### config.mk
export PLATFORM = sky130hd
export DESIGN_NAME = bus_cycle_sequencer
export DESIGN_NICKNAME = d
export VERILOG_FILES = /design/src/bus_seq_pkg.sv /design/src/unit_divider.sv /design/src/bus_cycle_sequencer.sv
export VERILOG_INCLUDE_DIRS = /design/src
export SDC_FILE = /design/constraint.sdc
export NUM_CORES = 1
export LEC_CHECK = 0
export BUFFER_PORTS_ARGS = -buffer_cell sky130_fd_sc_hd__buf_2
export CAP_MARGIN = 20
export CORE_MARGIN = 2
export CORE_UTILIZATION = 55
export DETAILED_ROUTE_END_ITERATION = 8
export GPL_TIMING_DRIVEN = 0
export PLACE_DENSITY = 0.81
export SYNTH_ARGS = -nofsm -noshare
export SYNTH_HDL_FRONTEND = slang
export SYNTH_SLANG_ARGS = --single-unit
export TNS_END_PERCENT = 1
### constraint.sdc
create_clock -name clk -period 6.1 [get_ports clk]
set_input_delay 1.22 -clock clk [delete_from_list [all_inputs] [get_ports clk]]
set_output_delay 1.22 -clock clk [all_outputs]
set_load 0.05 [all_outputs]
### src/bus_seq_consts.svh
// timing and register constants of the external bus cycle sequencer
`ifndef BUS_SEQ_CONSTS_SVH
`define BUS_SEQ_CONSTS_SVH
`define NUM_CS            4
`define TIMING_BASE       8'h00
`define CTRL_ADDR         8'h10
`define STATUS_ADDR       8'h14
`define AB_POS            0
`define AB_EXT_POS        1
`define C_POS             3
`define D_POS             5
`define E_POS             6
`define F_POS             11
`define RDY_EN_POS        13
`define TIMING_RESET      32'h0000_0000
`define UNIT_DIV_RESET    8'h01
`define ACCESS_MAX        6'h20
`endif

### src/bus_seq_pkg.sv
// types of the external bus cycle sequencer
package bus_seq_pkg;
  typedef enum logic [2:0] {
    PH_IDLE, PH_AB, PH_C, PH_D, PH_E, PH_F
  } phase_e;
  typedef logic [1:0] cs_t;
endpackage

### src/unit_divider.sv
// bus time unit enable pulse generator
`timescale 1ns/1ps
module unit_divider (
  input  wire logic       clk,      // system clock
  input  wire logic       srst,     // sync reset
  input  wire logic       restart,  // realign unit boundary
  input  wire logic [7:0] div,      // clocks per unit, 0 acts as 1
  output logic            tick      // one-cycle unit pulse
);
  logic [7:0] cnt_q;
  logic [7:0] lim;
  assign lim  = (div == 8'h00) ? 8'h00 : div - 8'h01;
  assign tick = (cnt_q == lim) && !restart;
  always_ff @(posedge clk) begin
    if (srst || restart || tick) begin
      cnt_q <= 8'h00;
    end else begin
      cnt_q <= cnt_q + 8'h01;
    end
  end
endmodule

### src/bus_cycle_sequencer.sv
// external bus cycle sequencer with axi4-lite timing registers
// Function
// - each cycle runs address setup, command, data setup, access, hold
// - phase lengths come from per chip select timing registers
// - address setup lasts one or two bus time units
// - new address window adds zero to three units to address setup
// - write setup or tristate phase lasts zero or one unit
// - access lasts 1 to 32 units; ready may extend it
// - hold phase lasts zero to three units
// - read data captured on the edge ending the strobe
// - address held from request acceptance until the next request
`timescale 1ns/1ps
`include "bus_seq_consts.svh"
module bus_cycle_sequencer (
  input  wire logic                clk,           // 200 MHz clock
  input  wire logic                srst,          // sync reset
  input  wire logic [7:0]          s_awaddr,      // write address
  input  wire logic                s_awvalid,     // write address valid
  output logic                     s_awready,     // write address ready
  input  wire logic [31:0]         s_wdata,       // write data
  input  wire logic [3:0]          s_wstrb,       // write strobes
  input  wire logic                s_wvalid,      // write data valid
  output logic                     s_wready,      // write data ready
  output logic [1:0]               s_bresp,       // write response
  output logic                     s_bvalid,      // write response valid
  input  wire logic                s_bready,      // write response ready
  input  wire logic [7:0]          s_araddr,      // read address
  input  wire logic                s_arvalid,     // read address valid
  output logic                     s_arready,     // read address ready
  output logic [31:0]              s_rdata,       // read data
  output logic [1:0]               s_rresp,       // read response
  output logic                     s_rvalid,      // read data valid
  input  wire logic                s_rready,      // read data ready
  input  wire logic                req_valid,     // bus access request
  output logic                     req_ready,     // request taken
  input  wire logic                req_write,     // 1 write, 0 read
  input  wire bus_seq_pkg::cs_t    req_cs,        // chip select index
  input  wire logic [23:0]         req_addr,      // access address
  input  wire logic [15:0]         req_wdata,     // write data
  output logic                     done,          // access finished pulse
  output logic [15:0]              rd_data,       // captured read data
  output logic [23:0]              ext_addr,      // address pins
  output logic [3:0]               ext_cs_n,      // chip selects
  output logic                     ext_rd_n,      // read strobe
  output logic                     ext_wr_n,      // write strobe
  output logic [15:0]              ext_data_o,    // data out
  output logic                     ext_data_oe,   // data out enable
  input  wire logic [15:0]         ext_data_i,    // data in
  input  wire logic                ext_ready,     // ready handshake
  output bus_seq_pkg::phase_e      phase          // current phase
);
  import bus_seq_pkg::*;

  // register file
  logic [13:0] chip_select_timing_config_q [`NUM_CS];
  logic [7:0]  unit_div_q;
  logic        aw_hold_q, w_hold_q;
  logic [7:0]  aw_addr_q;
  logic [31:0] w_data_q;
  logic [3:0]  w_strb_q;

  function automatic logic [31:0] reg_read(input logic [7:0] a,
                                           input logic [31:0] st);
    reg_read = 32'h0000_0000;
    if (a < `TIMING_BASE + 8'h10 && a[1:0] == 2'b00) begin
      reg_read = {18'h0, chip_select_timing_config_q[a[3:2]]};
    end else if (a == `CTRL_ADDR) begin
      reg_read = {24'h0, unit_div_q};
    end else if (a == `STATUS_ADDR) begin
      reg_read = st;
    end
  endfunction

  function automatic logic mapped(input logic [7:0] a);
    mapped = (a[1:0] == 2'b00) &&
             (a < `TIMING_BASE + 8'h10 || a == `CTRL_ADDR ||
              a == `STATUS_ADDR);
  endfunction

  wire do_write = aw_hold_q && w_hold_q && !s_bvalid;
  assign s_awready = !aw_hold_q && !s_bvalid;
  assign s_wready  = !w_hold_q && !s_bvalid;
  assign s_arready = !s_rvalid;

  logic        last_cs_valid_q;
  cs_t         last_cs_q;
  logic [31:0] status_w;

  always_ff @(posedge clk) begin
    if (srst) begin
      aw_hold_q <= 1'b0;
      w_hold_q  <= 1'b0;
      aw_addr_q <= 8'h00;
      w_data_q  <= 32'h0000_0000;
      w_strb_q  <= 4'h0;
      s_bvalid  <= 1'b0;
      s_bresp   <= 2'b00;
      unit_div_q <= `UNIT_DIV_RESET;
      for (int i = 0; i < `NUM_CS; i++) begin
        chip_select_timing_config_q[i] <= 14'(`TIMING_RESET);
      end
    end else begin
      if (s_awvalid && s_awready) begin
        aw_hold_q <= 1'b1;
        aw_addr_q <= s_awaddr;
      end
      if (s_wvalid && s_wready) begin
        w_hold_q <= 1'b1;
        w_data_q <= s_wdata;
        w_strb_q <= s_wstrb;
      end
      if (do_write) begin
        aw_hold_q <= 1'b0;
        w_hold_q  <= 1'b0;
        s_bvalid  <= 1'b1;
        s_bresp   <= mapped(aw_addr_q) ? 2'b00 : 2'b10;
        // timing settings per chip select
        if (aw_addr_q < `TIMING_BASE + 8'h10 && aw_addr_q[1:0] == 2'b00) begin
          if (w_strb_q[0]) begin
            chip_select_timing_config_q[aw_addr_q[3:2]][7:0] <=
              w_data_q[7:0];
          end
          if (w_strb_q[1]) begin
            chip_select_timing_config_q[aw_addr_q[3:2]][13:8] <=
              w_data_q[13:8];
          end
        end else if (aw_addr_q == `CTRL_ADDR && w_strb_q[0]) begin
          unit_div_q <= w_data_q[7:0];
        end
      end else if (s_bvalid && s_bready) begin
        s_bvalid <= 1'b0;
      end
    end
  end

  always_ff @(posedge clk) begin
    if (srst) begin
      s_rvalid <= 1'b0;
      s_rdata  <= 32'h0000_0000;
      s_rresp  <= 2'b00;
    end else if (s_arvalid && s_arready) begin
      s_rvalid <= 1'b1;
      s_rdata  <= reg_read(s_araddr, status_w);
      s_rresp  <= mapped(s_araddr) ? 2'b00 : 2'b10;
    end else if (s_rready) begin
      s_rvalid <= 1'b0;
    end
  end

  // sequencer
  phase_e      ph_q;
  logic [5:0]  cnt_q;
  logic        wr_q;
  cs_t         cs_q;
  logic [13:0] tim_q;
  logic [15:0] wdata_q;
  logic        tick;
  logic        restart;

  unit_divider unit_divider_inst (
    .clk     (clk),
    .srst    (srst),
    .restart (restart),
    .div     (unit_div_q),
    .tick    (tick)
  );

  wire take = (ph_q == PH_IDLE) && req_valid;
  assign req_ready = (ph_q == PH_IDLE);
  assign restart   = take;
  assign phase     = ph_q;
  assign status_w  = {26'h0, last_cs_q, last_cs_valid_q, 3'(ph_q)};

  wire [13:0] tim_n = chip_select_timing_config_q[req_cs];
  // base setup 1 or 2 units plus window change extra
  wire        win_change = !last_cs_valid_q || (last_cs_q != req_cs);
  wire [5:0]  ab_len = {5'h0, 1'b1} + {5'h0, tim_n[`AB_POS]} +
                       (win_change ? {4'h0, tim_n[`AB_EXT_POS +: 2]} : 6'h00);
  wire [1:0]  c_len  = tim_q[`C_POS +: 2];
  wire        d_len  = tim_q[`D_POS];
  // access 1..32 units
  wire [5:0]  e_len  = {1'b0, tim_q[`E_POS +: 5]} + 6'h01;
  wire [1:0]  f_len  = tim_q[`F_POS +: 2];
  wire        rdy_en = tim_q[`RDY_EN_POS];
  wire        last_unit = tick && (cnt_q == 6'h01);
  // extend access while ready low after minimum length
  wire        e_end = last_unit && (!rdy_en || ext_ready);
  // next phase after command delay or a zero command delay, skipping a zero data setup
  wire phase_e after_c = d_len ? PH_D : PH_E;
  // phase entries and cycle end, so the pins follow the phase on one edge
  wire pre_data = (ph_q == PH_C) || (ph_q == PH_AB && c_len == 2'b00);
  wire enter_d  = last_unit && pre_data && d_len;
  wire enter_e  = last_unit && ((pre_data && !d_len) || ph_q == PH_D);
  wire to_idle  = (ph_q == PH_E && e_end && f_len == 2'b00) ||
                  (ph_q == PH_F && last_unit);

  always_ff @(posedge clk) begin
    if (srst) begin
      ph_q    <= PH_IDLE;
      cnt_q   <= 6'h00;
      wr_q    <= 1'b0;
      cs_q    <= 2'b00;
      tim_q   <= 14'h0000;
      wdata_q <= 16'h0000;
      ext_addr <= 24'h000000;
      last_cs_valid_q <= 1'b0;
      last_cs_q <= 2'b00;
    end else begin
      unique case (ph_q)
        PH_IDLE: if (take) begin
          ph_q    <= PH_AB;
          cnt_q   <= ab_len;
          wr_q    <= req_write;
          cs_q    <= req_cs;
          tim_q   <= tim_n;
          wdata_q <= req_wdata;
          ext_addr <= req_addr;
          last_cs_valid_q <= 1'b1;
          last_cs_q <= req_cs;
        end
        PH_AB: if (last_unit) begin
          if (c_len != 2'b00) begin
            ph_q  <= PH_C;
            cnt_q <= {4'h0, c_len};
          end else begin
            ph_q  <= after_c;
            cnt_q <= d_len ? 6'h01 : e_len;
          end
        end else if (tick) begin
          cnt_q <= cnt_q - 6'h01;
        end
        PH_C: if (last_unit) begin
          ph_q  <= after_c;
          cnt_q <= d_len ? 6'h01 : e_len;
        end else if (tick) begin
          cnt_q <= cnt_q - 6'h01;
        end
        PH_D: if (last_unit) begin
          ph_q  <= PH_E;
          cnt_q <= e_len;
        end else if (tick) begin
          cnt_q <= cnt_q - 6'h01;
        end
        PH_E: if (e_end) begin
          ph_q  <= (f_len != 2'b00) ? PH_F : PH_IDLE;
          cnt_q <= {4'h0, f_len};
        end else if (tick && cnt_q > 6'h01) begin
          cnt_q <= cnt_q - 6'h01;
        end
        PH_F: if (last_unit) begin
          ph_q <= PH_IDLE;
        end else if (tick) begin
          cnt_q <= cnt_q - 6'h01;
        end
      endcase
    end
  end

  // read data latched on the edge that raises the strobe
  always_ff @(posedge clk) begin
    if (srst) begin
      rd_data <= 16'h0000;
      done    <= 1'b0;
    end else begin
      done <= to_idle;
      if (ph_q == PH_E && e_end && !wr_q) begin
        rd_data <= ext_data_i;
      end
    end
  end

  wire active    = (ph_q != PH_IDLE);
  wire cs_on     = take || (active && !to_idle);
  wire cs_t cs_sel = take ? req_cs : cs_q;
  // strobe low for every clock of the access phase, even a one-clock one
  wire strobe_on = enter_e || (ph_q == PH_E && !e_end);
  wire in_data   = (ph_q == PH_D) || (ph_q == PH_E) || (ph_q == PH_F);
  wire drive_on  = (in_data && !to_idle) || enter_d || enter_e;
  // strobes asserted in access phase only
  always_ff @(posedge clk) begin
    if (srst) begin
      ext_cs_n    <= 4'hF;
      ext_rd_n    <= 1'b1;
      ext_wr_n    <= 1'b1;
      ext_data_o  <= 16'h0000;
      ext_data_oe <= 1'b0;
    end else begin
      ext_cs_n    <= cs_on ? ~(4'h1 << cs_sel) : 4'hF;
      ext_rd_n    <= !(strobe_on && !wr_q);
      ext_wr_n    <= !(strobe_on && wr_q);
      ext_data_o  <= wdata_q;
      ext_data_oe <= wr_q && drive_on;
    end
  end
endmodule

; Word level (Yosys, flattened, before mapping)
; Memory sizes are Yosys's and may differ from the RTL's.
; Cells that the tools add are included.
[word_totals]
input_bits = 120
reg_bits = 189
mem_bits_rw = 56
mem_count = 1
out_inout_bits = 109
[memory_table]
columns = name, depth, word_bits, rd, rd_clocked_by_memory_dff, write_ports, line
row1 = chip_select_timing_config_q, 4, 14, 2, 0, 4, bus_cycle_sequencer.sv:55  ; logic [13:0] chip_select_timing_config_q [`NUM_CS];
[op_classes]
n_reduce_logical = 81
bitwise = 3
n_shift = 1
eq_ne = 20
muxes = 48
addsub = 6
n_lt_le_gt_ge = 3
[op_table]
columns = cell, n
row1 = 6-bit 2-to-1 mux, 11
row2 = 6-bit one-hot mux with 6 select lines, 1
row3 = 1-bit logical AND, 33
row4 = 8-bit by 5-bit == test with 1-bit output (second input constant), 4
row5 = 14-bit 2-to-1 mux, 2
row6 = 3-bit 2-to-1 mux, 9
row7 = 3-bit one-hot mux with 6 select lines, 1
row8 = 1-bit logical OR, 17
row9 = 8-bit by 5-bit less-than comparator with 1-bit output (second input constant), 2
row10 = 1-bit 2-to-1 mux, 16
row11 = 8-bit 2-to-1 mux, 2
row12 = 14-bit OR reduction, 1
row13 = 1-bit zero test, 13
row14 = 2-bit 2-to-1 mux, 6
row15 = 2-bit != test (second input constant), 6
row16 = 8-bit by 1-bit adder with 8-bit output (second input constant), 1
row17 = 8-bit == test, 1
row18 = 2-bit zero test, 4
row19 = 8-bit zero test, 1
row20 = 2-bit nonzero test, 4
row21 = 8-bit by 1-bit subtractor with 8-bit output (second input constant), 1
row22 = 5-bit by 1-bit adder with 6-bit output (second input constant), 1
row23 = 3-bit by 2-bit == test with 1-bit output (second input constant), 2
row24 = 3-bit == test (second input constant), 2
row25 = 18 further kinds, 21

; Longest topological paths before layout
; Gate-level depths: netlist (run 1).
[logic_depth]
word_depth = 14
ltp_mapped = 12
ltp_nobuf = 10

; By module
; Synthesis (run 1) repeated with hierarchy kept, for this count alone.
[unflattened]
hier_cells = 1117
hier_area_um2 = 10392.5
[by_module_without_submodules]
columns = module, cells_per_inst, n_inst, area_per_inst_um2, seq_area_each_um2
row1 = bus_cycle_sequencer, 1016, 1, 9566.7, 4844.6
row2 = unit_divider, 101, 1, 825.8, 160.2

; Worst setup path after synthesis (run 1)
; Ideal clock, no wire load.
[synth_timing]
kind = input to register
startpoint = input req_cs[0]
endpoint = register cnt_q[2]
required_time_ps = 5983
t_arrival_ps = 3564
slack_ps = 2419
cell_stages = 9
cell_sequence = clkbuf_1 buf_1 mux4_2 nand2_1 ha_1 inv_1 ha_1 or2_2 a32o_1
[synth_between]
elab_chain_len = 6
[synth_lines]
columns = element, line
row1 = "start, declared", bus_cycle_sequencer.sv:37  ; input wire bus_seq_pkg::cs_t req_cs,
row2 = branches (longest 3 deep; another with memory read 4 x 14 bit), -
row3 = 2-bit by 2-bit adder with 3-bit output (*), bus_cycle_sequencer.sv:177  ; wire [5:0] ab_len = {5'h0, 1'b1} + {5'h0, tim_n[`AB_POS]} +
row4 = 6-bit 2-to-1 mux (*), bus_cycle_sequencer.sv:210  ; PH_IDLE: if (take) begin
row5 = 6-bit one-hot mux with 6 select lines (*), bus_cycle_sequencer.sv:209  ; unique case (ph_q)
row6 = "end signal, assigned", bus_cycle_sequencer.sv:212  ; cnt_q <= ab_len;
row7 = "end signal, assigned", bus_cycle_sequencer.sv:224  ; cnt_q <= {4'h0, c_len};
row8 = "end signal, assigned", bus_cycle_sequencer.sv:227  ; cnt_q <= d_len ? 6'h01 : e_len;
row9 = "end, declared", bus_cycle_sequencer.sv:152  ; logic [5:0] cnt_q;
; Every way passes the cells marked *. The select of a mux whose other input is x is not followed.
; A chain may end at the register's enable or synchronous reset.

; Worst setup path after layout (run 1)
[layout_timing]
startpoint = register unit_div_q[0]
endpoint = register cnt_q[0]
[layout_between]
elab_chain_len = 8
[layout_lines]
columns = element, line
row1 = "start, declared", bus_cycle_sequencer.sv:56  ; logic [7:0] unit_div_q;
row2 = "start signal, assigned", bus_cycle_sequencer.sv:98  ; unit_div_q <= `UNIT_DIV_RESET;
row3 = "start signal, assigned", bus_cycle_sequencer.sv:128  ; unit_div_q <= w_data_q[7:0];
row4 = 8-bit by 1-bit subtractor with 8-bit output or 8-bit zero test (tied branches), unit_divider.sv:12  ; assign lim = (div == 8'h00) ? 8'h00 : div - 8'h01;
row5 = 8-bit 2-to-1 mux (*), unit_divider.sv:12
row6 = 8-bit == test (*), unit_divider.sv:13  ; assign tick = (cnt_q == lim) && !restart;
row7 = 1-bit logical AND (*), unit_divider.sv:13
row8 = 1-bit logical AND, bus_cycle_sequencer.sv:185  ; wire last_unit = tick && (cnt_q == 6'h01);
row9 = 1-bit logical AND, bus_cycle_sequencer.sv:187  ; wire e_end = last_unit && (!rdy_en || ext_ready);
row10 = 6-bit 2-to-1 mux or 3-bit by 2-bit != test with 1-bit output (tied branches), -
row11 = 6-bit one-hot mux with 6 select lines or 3-bit AND reduction (tied branches), -
row12 = "end signal, assigned", bus_cycle_sequencer.sv:212
row13 = "end signal, assigned", bus_cycle_sequencer.sv:246  ; cnt_q <= {4'h0, f_len};
row14 = "end signal, assigned", bus_cycle_sequencer.sv:248  ; cnt_q <= cnt_q - 6'h01;
; Every way passes the cells marked *; elsewhere a longest branch is shown, timed or not. The select of a mux whose other input is x is not followed.

==> summary.md, run 1 <==
| Metric | Value |
|---|---|
| Status | `complete, no violations` |
| Reported leakage power | `0.00516 µW` |
| Sum Neg Setup Slack | `0 ns` |
| Placement Setup Slack | `2.05 ns` |
| Path class of the lowest-slack min-delay path | `reg2reg` |
| Total I/O pin count | `229` |
| Max clock buf depth | `3` |
| Total GRT Usage | `27.1%` |
| Die X | `139 µm` |
| Endpoint type of the worst setup path | `flop` |
| Sequential area share after synthesis | `50.0%` |
| Critical-path maximum fanout | `9` |
| Final core utilization | `67.7%` |
| Cell depth of the worst min-delay path | `2` |
| Later-pin clock latency in the skew report | `0.52 ns` |
| Maximum number of pins on one net before global-route repair | `15` |
| First-pass GRT wire length | `42400 µm` |
| Setup clock skew after layout | `0.0178 ns` |
| Post-CTS repair timing setup buffer count | `0` |
| Clock slew at reported path FFs | `0.06 ns` |
| Overall routed net length | `27000 µm` |
| Worst-case setup margin in the final layout | `2.17 ns` |
| Flop and latch count out of synthesis | `222` |
| Post-synth design cell area | `10000 µm²` |
| Synthesized area per cell | `9.44 µm²` |
| Crit Path Category | `reg2reg` |
| Worst IR drop on VDD | `353 µV` |
| Starting utilization of the core area | `56.0%` |
| Share of layout cells above drive strength 1 | `21.6%` |
| Number of cells in the design after placement | `1493` |
| Residual antenna-violating net count after detailed routing | `0` |
| Weighted congestion reported at the end of routability-driven placement | `0.987` |
| Number of buffers inserted during clock tree synthesis | `23` |
| Number of antenna violations at the first check in global routing | `0` |
| Cell type with the largest total area after synthesis | `dfxtp_1` |
| Leading cell types by total area after synthesis | `dfxtp_1 (33%), edfxtp_1 (17%), nand2_1 (7.6%)` |
| Required arrival time at the worst endpoint | `6.50 ns` |
| Met3 Use GR | `4.28%` |
| Number of violations of the max-capacitance limit | `0` |
| Arrival time of the worst setup path | `4.33 ns` |
| Finished Layout Cells | `1538` |
| Share of the synthesized area in the top cell type | `33.2%` |
| Final routed DRC violation total | `0` |
| Power per unit of standard cell area | `333 nW/µm²` |
| 1st-iter DRT viols | `606` |
| Post-synthesis cell count | `1061` |
| Total setup violations reported at the end of the flow | `0` |
| Top_reg_cell synth | `dfxtp_1` |
| Chip height | `139 µm` |
| CTS Hold Bufs | `0` |
| Clock Sinks | `222` |
| Hpwl dp | `20500 µm` |
| DR WL/cell | `17.6 µm` |
| Minimum clock period after layout | `3.93 ns` |
| Final hold vios | `0` |
| Number of max-slew violations in the final report | `0` |
| TritonCTS clock tree | `done` |
| Number of flops mapped to enable cells by yosys | `56` |
| Met2 global-route usage | `46.0%` |
| Core box area | `17900 µm²` |
| Number of distinct library cells after synthesis | `65` |
| Number of H-tree levels | `1` |
| Ys async rst share | `0%` |
| Grt ovf | `0` |
| Final #Nets | `1418` |
| Placement Rows | `49` |
| Critical Path Source Type | `flop` |
| Post-cts sizing count | `0` |
| Warnings, synthesis | `0` |
| Number of iterations in the first detailed-routing pass | `5` |
| Maximum operating frequency | `0.255 GHz` |
| Synth-to-layout area growth | `20.9%` |
| Drt via density | `5.66` |
| DIE AREA | `19300 µm²` |
| Final period util | `64.4%` |
| IO Port Bufs | `184` |
| Master cell of the clock root buffer | `clkbuf_16` |
| Routed vias | `8698` |
| Max transition margin | `29.0%` |
| RSZ-0062 raised after global routing | `no` |
| Met1 capacity usage during global routing | `34.3%` |
| Number of global-route vias before repair | `8226` |
| Count of cells along the worst register-to-register path | `11` |
| Most used routing layer in global routing | `met2` |
| Slew of the pin with the lowest slew margin | `1.05 ns` |
| Minimum hold slack | `0.450 ns` |
==> routing by layer <==
layer  up-vias  part of all wire [%]
li1       4169                     -
met1      4070                    40
met4         0                   4.3
met3        86                   7.1
met5         -                     0
met2       373                    49
==> synthesized netlist by cell type (5+ instances only) <==
library cell,number
clkbuf_1,54
buf_1,6
a211oi_1,12
nor2b_1,21
nor3_1,15
a21oi_1,105
nand3_1,23
and2_1,49
mux4_2,28
inv_1,18
edfxtp_1,56
buf_4,20
mux2i_1,26
nor4_1,9
o21a_1,5
o21ai_0,21
o31ai_1,5
or4_1,6
xnor2_1,7
o211ai_1,5
ha_1,7
dfxtp_1,166
xor2_1,9
nor2_1,81
and3_1,19
nand2_1,203
a22oi_1,5
==> critical path, stage by stage, from the launching register on <==
cell and delay [ns]:
dfxtp_1 0.36, inv_1 0.13, ha_1 0.14, buf_2 0.19, or3b_1 0.39, and2_1 0.18, or3_1 0.33, a211oi_1 0.49
nand4_1 0.40, nor4_1 0.81, nor4_1 0.15, a32o_1 0.25
==> layout make-up <==
class	instances	area (µm²)
fillers	1462	5790
flip-flops and latches	222	5000
multi-input cells	757	4630
repair buffers	186	931
clock buffers	27	591
plain buffers	83	390
well taps	229	287
clock inverters	15	214
inverters	18	67.6
diodes	1	2.50
==> final timing paths <==
path / startpoint / end / slack (ns)
min: wdata_q[9]$_SDFFE_PP0P_ / wdata_q[9]$_SDFFE_PP0P_ / 0.45
max: unit_div_q[0]$_SDFFE_PP1P_ / cnt_q[0]$_SDFFE_PP0P_ / 2.17
max reg2reg: unit_div_q[0]$_SDFFE_PP1P_ / cnt_q[0]$_SDFFE_PP0P_ / 2.17
min reg2reg: wdata_q[9]$_SDFFE_PP0P_ / wdata_q[9]$_SDFFE_PP0P_ / 0.45
==> state kept, by name (all words and copies together), names as in the netlist, 2 cells and up <==
signal / flops
wdata_q: 16
tim_q: 11
unit_div_q: 8
chip_select_timing_config_q: 56
cnt_q: 6
cs_q: 2
aw_addr_q: 8
last_cs_q: 2
ext_data_o: 16
ext_cs_n: 4
w_data_q: 14
rd_data: 16
ext_addr: 24
w_strb_q: 2
unit_divider_inst.cnt_q: 8
s_rdata: 14
phase: 3
==> cell usage in the layout (no fill, tap or decap), drive strengths merged, types with 15 or more instances in the layout <==
cell type | Yosys | layout
nor3 | 15 | 15
inv | 18 | 19
nor2b | 21 | 21
nor2 | 81 | 81
clkbuf | 54 | 81
o21ai | 22 | 22
dfxtp | 166 | 166
a21oi | 106 | 106
buf | 29 | 215
and2 | 49 | 49
conb | 1 | 20
edfxtp | 56 | 56
and3 | 19 | 19
nand2 | 203 | 203
mux2i | 26 | 26
nand3 | 24 | 24
mux4 | 28 | 28
==> power breakdown <==
group | internal, µW | switching (µW) | total, µW | leakage, µW
sequential | 1610 | 75.4 | 1680 | 0.00193
clock | 910 | 581 | 1490 | 0.000395
combinational | 263 | 598 | 862 | 0.00283
==> stage by stage <==
step           total power (µW)  instance area (µm²)
2_1_floorplan              2320                10100
3_3_place_gp               2550                11300
3_5_place_dp               2560                11300
4_1_cts                    4030                12100
5_1_grt                    4190                12100
6_report                   4040                12100
==> cell families after synthesis <==
kind of cell / synth area share, %
AO/OA/AOI/OAI: 12.3
XOR/XNOR: 1.62
adder cells (fa/ha/maj): 0.874
buffers and inverters: 4.57
flip-flops: 50.0
multiplexers: 9.23
other: 0.0374
AND/OR/NAND/NOR: 21.4
(Power assumes the default switching activity.)
==> run 2, diff against run 1 <==
--- a/config.mk
+++ b/config.mk
@@ -6,13 +6,14 @@
 export SDC_FILE = /design/constraint.sdc
 export NUM_CORES = 1
 export LEC_CHECK = 0
+export ABC_AREA = 1
 export BUFFER_PORTS_ARGS = -buffer_cell sky130_fd_sc_hd__buf_2
 export CAP_MARGIN = 20
 export CORE_MARGIN = 2
-export CORE_UTILIZATION = 55
+export CORE_UTILIZATION = 54
 export DETAILED_ROUTE_END_ITERATION = 8
 export GPL_TIMING_DRIVEN = 0
-export PLACE_DENSITY = 0.81
+export PLACE_DENSITY = 0.8
 export SYNTH_ARGS = -nofsm -noshare
 export SYNTH_HDL_FRONTEND = slang
 export SYNTH_SLANG_ARGS = --single-unit
==> constraint.sdc (replaced) <==
create_clock -name clk -period 4 [get_ports clk]
set_input_delay 0.8 -clock clk [delete_from_list [all_inputs] [get_ports clk]]
set_output_delay 0.8 -clock clk [all_outputs]
set_load 0.05 [all_outputs]
==> run 2 against run 1 <==
Net effect: maximum frequency increased by 38%; via count up 11%; register-to-register slack worse by 1.0 ns; largest power group unchanged.
==> summary.md, run 2 <==
| Metric | Value |
|---|---|
| Power per unit of standard cell area | `576 nW/µm² (+73%)` |
| Total I/O pin count | `229 (unchanged)` |
| Crit Path Category | `reg2reg` |
| Most frequent cells in the layout | `nand2_1 (218), nor2_1 (190), buf_2 (189)` |
| Max transition margin | `47.4% (+18 points)` |
| Maximum number of pins on one net before global-route repair | `15 (unchanged)` |
| Residual antenna-violating net count after detailed routing | `0 (unchanged)` |
| Hpwl dp | `22200 µm (+8.3%)` |
| Post-cts sizing count | `0 (unchanged)` |
| Top_reg_cell synth | `dfxtp_1` |
| Master cell of the clock root buffer | `clkbuf_16` |
| Fraction of synthesized area in multiplexers | `0% (-9.2 points)` |
| Status | `complete, no violations` |
| Largest regs | `chip_select_timing_config_q x56, ext_addr x24` |
| Overall routed net length | `29100 µm (+7.6%)` |
| Most numerous cell in the Yosys netlist | `nand2_1` |
| Post-synth top cells | `nand2_1 (218), nor2_1 (190), dfxtp_1 (166)` |
| Final routed DRC violation total | `0 (unchanged)` |
| Commonest non-fill, non-tap cell in the layout | `nand2_1` |
| Buffers and inverters on the worst path | `3 (+1)` |
| Number of violations of the max-capacitance limit | `0 (unchanged)` |
| Power Total | `7070 µW (+75%)` |
| Path class of the lowest-slack min-delay path | `reg2reg` |
| Synth-to-layout area growth | `20.3%` |
| Critical Path Source Type | `flop` |
| Endpoint type of the worst setup path | `flop` |
| Total GRT Usage | `28.2% (+1.2 points)` |
| CTS Hold Bufs | `0 (unchanged)` |
| Ys async rst share | `0% (unchanged)` |
| Count of cells along the worst register-to-register path | `15 (+4)` |
| Number of distinct library cells after synthesis | `47 (-28%)` |
| Number of antenna repair diodes | `0 (-1)` |
| Leading cell types by total area after synthesis | `dfxtp_1 (33%), edfxtp_1 (16%), nand2_1 (8.0%)` |
| Critical-path maximum fanout | `10 (+1)` |
| Core box area | `18600 µm² (+4.1%)` |
| Number of H-tree levels | `1 (unchanged)` |
| Master of the slowest instance on the critical path | `nor2_1` |
| DIE AREA | `20000 µm² (+3.5%)` |
| # fillers | `1598 (+9.3%)` |
| Slew of the pin with the lowest slew margin | `0.788 ns (-0.262 ns)` |
| Grt ovf | `0 (unchanged)` |
| DR WL/cell | `16.4 µm (-6.7%)` |
| Flop and latch count out of synthesis | `222 (unchanged)` |
| Die X | `141 µm (+1.8%)` |
| Arrival time of the worst setup path | `3.26 ns (-1.07 ns)` |
| Weighted congestion reported at the end of routability-driven placement | `1.01 (+2.0%)` |
| Placement Rows | `50 (+2.0%)` |
| Final #Nets | `1650 (+16%)` |
| Starting utilization of the core area | `54.7% (-1.3 points)` |
| Max clock buf depth | `3 (unchanged)` |
| Final period util | `71.3% (+6.9 points)` |
| Number of buffers inserted during clock tree synthesis | `23 (unchanged)` |
| Drt via density | `5.42 (-4.1%)` |
| Sequential area share after synthesis | `49.1% (-0.86 points)` |
| Sum Neg Setup Slack | `0 ns (unchanged)` |
| Minimum clock period after layout | `2.85 ns (-1.08 ns)` |
| RSZ-0062 raised after global routing | `no` |
| Reported leakage power | `0.00544 µW (+5.6%)` |
| Critical path, cell by cell | `inv_2, ha_1, nand2_2, nor2_4, nand2_4, buf_8, nand4_1, nand2_1, nor2_1, nand3_2, nor2_4, nand3_4, buf_6, nor3_2, nor2_1` |
| Number of flops mapped to enable cells by yosys | `56 (unchanged)` |
| Hold path start | `wdata_q[13]$_SDFFE_PP0P_` |
| Required arrival time at the worst endpoint | `4.41 ns (-2.09 ns)` |
| Chip height | `141 µm (+1.8%)` |
| TritonCTS clock tree | `done` |
| Worst IR drop on VDD | `383 µV (+8.4%)` |
| Routed vias | `9617 (+11%)` |
| Number of flip-flops under the largest register name | `56 (unchanged)` |
| Crit-path max cell delay | `0.36 ns (-0.45 ns)` |
| Number of antenna violations at the first check in global routing | `1 (+1)` |
| Share of synthesized cell area in full adder, half adder and majority cells | `0.859% (-0.015 points)` |
| Post-synth design cell area | `10200 µm² (+1.8%)` |
| R2r startpoint | `unit_div_q[0]$_SDFFE_PP1P_` |
| Cell family contributing the most delay on the critical path | `simple AND/OR/NAND/NOR gates` |
| Number of iterations in the first detailed-routing pass | `7 (+2)` |
| Setup clock skew after layout | `0.0123 ns (-0.00548 ns)` |
| Reg-to-reg slack, setup | `1.15 ns (-1.02 ns)` |
| 1st-iter DRT viols | `947 (+56%)` |
| First-pass GRT wire length | `45000 µm (+6.2%)` |
| Maximum operating frequency | `0.351 GHz (+38%)` |
| Post-CTS repair timing setup buffer count | `0 (unchanged)` |
| Number of global-route vias before repair | `8857 (+7.7%)` |
| Worst-case setup margin in the final layout | `1.15 ns (-1.02 ns)` |
| Warnings, synthesis | `0 (unchanged)` |
| Share of the synthesized area in the top cell type | `32.6% (-0.57 points)` |
| Clock Sinks | `222 (unchanged)` |
| Number of max-slew violations in the final report | `0 (unchanged)` |
| Post-synthesis cell count | `1294 (+22%)` |
| Fraction of synthesized cell area in xor and xnor cells | `0.773% (-0.85 points)` |
| Combinational family with the most area after synthesis | `simple AND/OR/NAND/NOR gates` |
| Endpoint with the worst hold slack | `ext_data_o[13]$_SDFF_PP0_` |
| Total setup violations reported at the end of the flow | `0 (unchanged)` |
| FF-to-FF End | `rd_data[13]$_SDFFE_PP0P_` |
| Later-pin clock latency in the skew report | `0.52 ns (about the same)` |
| Share of layout cells above drive strength 1 | `19.4% (-2.3 points)` |
| Clock slew at reported path FFs | `0.07 ns (about the same)` |
| Placement Setup Slack | `0.698 ns (-1.36 ns)` |
| Final hold vios | `0 (unchanged)` |
| IO Port Bufs | `185 (+0.54%)` |
| Synthesized area per cell | `7.88 µm² (-17%)` |
| Cell type with the largest total area after synthesis | `dfxtp_1` |
| Post-synthesis simple-gate area fraction | `23.0% (+1.6 points)` |
| Area fraction in compound gates after synthesis | `17.0% (+4.7 points)` |
| Cell depth of the worst min-delay path | `2 (unchanged)` |
| Register ranked first by flip-flop count | `chip_select_timing_config_q` |
| Minimum hold slack | `0.427 ns (-0.0230 ns)` |
-- run 2: cell types whose count changed after synthesis, moves of 15 or more --
cell and change:
a21oi_1 +18, and2_1 -49, and3_1 -19, inv_1 +118
mux2i_1 -26, mux4_2 -28, nand2_1 +15, nand4_1 +16
nor2_1 +109, nor2b_1 -21, o21ai_0 +92
-- run 2: power breakdown --
group / internal (µW) / switching (µW)
sequential: 2570 / 173
clock: 1310 / 895
combinational: 585 / 1530
-- run 2: routing by layer --
layer	vias up	global-route usage, %	part of all wire (%)
met1	4369	36.8	42
met3	69	5.30	8.2
met2	451	46.9	47
met5	-	0	0.027
met4	2	10.8	3.6
li1	4726	-	-
-- run 2: kinds of logic after synthesis --
kind of cell	count (synthesis)
XOR/XNOR	9
buffers and inverters	221
AO/OA/AOI/OAI	314
other	1
flip-flops	222
adder cells (fa/ha/maj)	7
AND/OR/NAND/NOR	520
-- run 2: area by class of cell --
cell class                 count  area, µm²  share of cell area (%)
clock inverter                13        155                    1.26
sequential                   222       5000                    40.8
multi-input combinational    870       4330                    35.3
buffer                        76        392                    3.19
clock buffer                  29        628                    5.12
inverter                     145        544                    4.44
timing repair buffer         185        926                    7.55
tap                          234        293                    2.39
-- run 2: worst max path at each step --
| stage | start | endpoint | slack [ns] | cells past startpoint |
|---|---|---|---|---|
| after CTS | unit_div_q[0]$_SDFFE_PP1P_ | rd_data[13]$_SDFFE_PP0P_ | 1.22 | 15 |
| after floorplan | phase[0]$_SDFFE_PP0P_ | ext_addr[10]$_SDFFE_PP0P_ | 1.24 | 10 |
| after global routing | unit_div_q[0]$_SDFFE_PP1P_ | rd_data[13]$_SDFFE_PP0P_ | 0.95 | 15 |
| final | unit_div_q[0]$_SDFFE_PP1P_ | rd_data[13]$_SDFFE_PP0P_ | 1.15 | 15 |
| after global placement | srst | chip_select_timing_config_q[0][9]$_SDFFCE_PN0P_ | 0.77 | 5 |
| after detailed placement | srst | chip_select_timing_config_q[0][9]$_SDFFCE_PN0P_ | 0.70 | 5 |
-- run 2: worst reg2reg max path: cells and delay by family (launching register included) --
| family | cells | cell delay (ns) |
|---|---|---|
| buf+inv | 3 | 0.54 |
| fa+ha+maj | 1 | 0.23 |
| flops | 1 | 0.34 |
| simple gates | 11 | 1.64 |
-- run 2: stage by stage --
step / cells / util [%] / instance area (µm²)
2_1_floorplan: 1313 / - / 10300
3_3_place_gp: 1732 / 61.6 / 11500
3_5_place_dp: 1732 / 61.6 / 11500
4_1_cts: 1774 / 65.8 / 12300
5_1_grt: 1774 / 65.8 / 12300
6_report: 1774 / 65.8 / 12300
==> run 3, diff against run 2 <==
--- a/config.mk
+++ b/config.mk
@@ -6,7 +6,7 @@
 export SDC_FILE = /design/constraint.sdc
 export NUM_CORES = 1
 export LEC_CHECK = 0
-export ABC_AREA = 1
+export ABC_AREA = 0
 export BUFFER_PORTS_ARGS = -buffer_cell sky130_fd_sc_hd__buf_2
 export CAP_MARGIN = 20
 export CORE_MARGIN = 2
==> constraint.sdc (replaced) <==
create_clock -name clk -period 2.75 [get_ports clk]
set_input_delay 0.55 -clock clk [delete_from_list [all_inputs] [get_ports clk]]
set_output_delay 0.55 -clock clk [all_outputs]
set_load 0.05 [all_outputs]
==> run 3 against run 2 <==
Net effect: the run now ends with setup timing left; via count shrank 7.5%; critical path type unchanged; total power rose by 25%; sequential power grew 36%; flip-flop and latch count stayed put; combinational power about the same; sequential share of layout area decreased by 0.38 points; register-to-register slack worse by 1.5 ns; clock skew shrank 0.00051 ns; clock power is 37% higher; maximum frequency fell by 8.0%; setup slack worse by 1.5 ns.
==> summary.md, run 3 (same netlist as run 1, synthesis figures left out) <==
| Metric | Value |
|---|---|
| R2r startpoint | `unit_div_q[0]$_SDFFE_PP1P_` |
| Setup clock skew after layout | `0.0118 ns (-0.000514 ns)` |
| # fillers | `1356 (-15%)` |
| Clock slew at reported path FFs | `0.06 ns (about the same)` |
| DR WL/cell | `18.1 µm (+10%)` |
| Required arrival time at the worst endpoint | `3.18 ns (-1.23 ns)` |
| Chip height | `140 µm (-0.85%)` |
| Final routed DRC violation total | `0 (unchanged)` |
| Placement Rows | `49 (-2.0%)` |
| Grt ovf | `0 (unchanged)` |
| Share of layout cells above drive strength 1 | `26.1% (+6.7 points)` |
| Number of violations of the max-capacitance limit | `0 (unchanged)` |
| Status | `finished, violations left` |
| Max clock buf depth | `3 (unchanged)` |
| Wire length on met1 | `11200 µm (-7.3%)` |
| 1st-iter DRT viols | `725 (-23%)` |
| CTS Hold Bufs | `0 (unchanged)` |
| Crit Path Category | `reg2reg` |
| Core box area | `18100 µm² (-3.0%)` |
| Routed vias | `8897 (-7.5%)` |
| Post-place instance area | `11300 µm² (-1.4%)` |
| Number of buffers inserted during clock tree synthesis | `23 (unchanged)` |
| Detailed-routed wire length on met2 | `13800 µm (+1.6%)` |
| TritonCTS clock tree | `done` |
| Master cell of the clock root buffer | `clkbuf_16` |
| Register ranked first by flip-flop count | `chip_select_timing_config_q` |
| Highest Signal Layer | `met4` |
| Sum Neg Setup Slack | `-5.42 ns (-5.42 ns)` |
| Total I/O pin count | `229 (unchanged)` |
| Placement Setup Slack | `-0.976 ns (-1.67 ns)` |
| Drt via density | `5.74 (+6.0%)` |
| Commonest non-fill, non-tap cell in the layout | `nand2_1` |
| DIE AREA | `19700 µm² (-1.7%)` |
| Synth-to-layout area growth | `24.0%` |
| Cell mode on critical path | `buf_4` |
| Post-route standard cell area excluding fillers | `12400 µm² (+1.3%)` |
| Final #Nets | `1430 (-13%)` |
| Reported leakage power | `0.00525 µW (-3.6%)` |
| Number of antenna repair diodes | `0 (unchanged)` |
| Hpwl dp | `20900 µm (-5.9%)` |
| Largest regs | `chip_select_timing_config_q x56, ext_addr x24` |
| Final period util | `113% (+41 points)` |
| Total setup violations reported at the end of the flow | `28 (+28)` |
| Count of cells along the worst register-to-register path | `13 (-2)` |
| Critical-path maximum fanout | `8 (-2)` |
| Slew of the pin with the lowest slew margin | `0.927 ns (+0.139 ns)` |
| FF-to-FF End | `cnt_q[1]$_SDFFE_PP0P_` |
| Weighted congestion reported at the end of routability-driven placement | `0.932 (-7.4%)` |
| Worst IR drop on VDD | `546 µV (+43%)` |
| Number of antenna violations at the first check in global routing | `0 (-1)` |
| Master of the slowest instance on the critical path | `or4_1` |
| Launching element of the worst setup path | `unit_div_q[0]$_SDFFE_PP1P_` |
| RSZ-0062 raised after global routing | `yes` |
| Maximum number of pins on one net before global-route repair | `15 (unchanged)` |
| Reg-to-reg slack, setup | `-0.35 ns (-1.50 ns)` |
| Number of flip-flops under the largest register name | `56 (unchanged)` |
| Final hold vios | `0 (unchanged)` |
| Critical path endpoint | `cnt_q[1]$_SDFFE_PP0P_` |
| Maximum operating frequency | `0.323 GHz (-8.0%)` |
| Overall routed net length | `28100 µm (-3.6%)` |
| Most frequent cells in the layout | `nand2_1 (201), buf_2 (185), dfxtp_1 (161)` |
| Total GRT Usage | `28.0% (-0.27 points)` |
| Minimum clock period after layout | `3.10 ns (+0.246 ns)` |
| Later-pin clock latency in the skew report | `0.52 ns (about the same)` |
| Crit-path max cell delay | `0.47 ns (+0.11 ns)` |
| Die X | `140 µm (-0.85%)` |
| Final core utilization | `68.7% (+2.9 points)` |
| Max transition margin | `38.2% (-9.2 points)` |
| Power per unit of standard cell area | `711 nW/µm² (+24%)` |
| Critical path, cell by cell | `inv_4, ha_4, buf_6, buf_4, xor2_1, or2_2, a211oi_4, nor2_4, nor4_4, buf_4, a21oi_4, or4_1, o31ai_1` |
| Arrival time of the worst setup path | `3.53 ns (+0.27 ns)` |
| Starting utilization of the core area | `55.4% (+0.71 points)` |
| Number of iterations in the first detailed-routing pass | `6 (-1)` |
| Number of global-route vias before repair | `8518 (-3.8%)` |
| Violated checks | `setup timing` |
| Number of H-tree levels | `1 (unchanged)` |
| Detail Route met3 WL | `1820 µm (-24%)` |
| Path class of the lowest-slack min-delay path | `in2reg` |
| Critical Path Source Type | `flop` |
| First-pass GRT wire length | `44200 µm (-1.9%)` |
| Number of max-slew violations in the final report | `0 (unchanged)` |
| Residual antenna-violating net count after detailed routing | `0 (unchanged)` |
| Worst-case setup margin in the final layout | `-0.347 ns (-1.50 ns)` |
| Endpoint type of the worst setup path | `flop` |
| Power Total | `8840 µW (+25%)` |
| IO Port Bufs | `184 (-0.54%)` |
| Clock Sinks | `222 (unchanged)` |
run 3: cell count changes in the layout (fill, tap and decap cells not counted), moves of 17 or more:
cell     change
nand2_1     -17
mux4_2      +28
and2_1      +49
a21oi_1     -20
and3_1      +18
o21ai_0    -102
nor2_1     -110
nor2b_1     +21
inv_1      -121
mux2i_1     +26
run 3: power breakdown:
part / internal, µW / switching (µW) / leakage [µW]
Combinational: 680 / 1400 / 0.00295
Sequential: 3570 / 172 / 0.00194
Clock: 1710 / 1310 / 0.000362
Total: 5960 / 2880 / 0.00525
run 3: worst max-delay path, delay by kind of cell, from the launching register on:
family	cells	cell delay [ns]
AND/OR/NAND/NOR	4	1.16
AO/OA/AOI/OAI	3	0.67
buffers and inverters	4	0.51
flip-flops	1	0.36
adder cells (fa/ha/maj)	1	0.15
XOR/XNOR	1	0.15
run 3: stage by stage:
stage / hold WS [ns] / cells
3_3_place_gp: 0.437 / 1493
3_5_place_dp: 0.442 / 1493
5_1_grt: 0.226 / 1549
2_1_floorplan: 0.432 / 1080
4_1_cts: 0.209 / 1550
6_report: 0.208 / 1549
run 3: final cells by class:
cell class | instances | area [µm²] | area share (%)
flip-flops and latches | 222 | 5020 | 40.4
multi-input cells | 757 | 4860 | 39.1
repair buffers | 199 | 1040 | 8.35
clock buffers | 28 | 616 | 4.95
plain buffers | 82 | 409 | 3.29
well taps | 229 | 287 | 2.31
clock inverters | 14 | 121 | 0.977
inverters | 18 | 73.8 | 0.594
run 3: how the worst min path moves through the flow:
stage,slack (ns),cells after the start,end,startpoint
2_1_floorplan,0.43,2,tim_q[13]$_SDFFE_PP0P_,tim_q[13]$_SDFFE_PP0P_
3_3_place_gp,0.44,2,wdata_q[13]$_SDFFE_PP0P_,wdata_q[13]$_SDFFE_PP0P_
3_5_place_dp,0.44,2,wdata_q[4]$_SDFFE_PP0P_,wdata_q[4]$_SDFFE_PP0P_
4_1_cts,0.21,2,s_rvalid$_SDFFE_PP0P_,s_rready
5_1_grt,0.23,2,s_rvalid$_SDFFE_PP0P_,s_rready
6_report,0.21,2,s_rvalid$_SDFFE_PP0P_,s_rready
run 3: repair_timing:
| item | CTS | global route |
|---|---|---|
| gates resized for setup | 40 | 26 |
| pin swaps | 15 | 5 |
| setup endpoints to repair | 103 | 84 |
| setup buffers | 15 | 0 |
run 3: per-layer routing:
layer / global-route usage (%) / vias to the layer above
met4: 12.4 / 0
met3: 4.24 / 106
met2: 47.3 / 437
li1: - / 4191
met1: 35.7 / 4163
met5: 0 / -
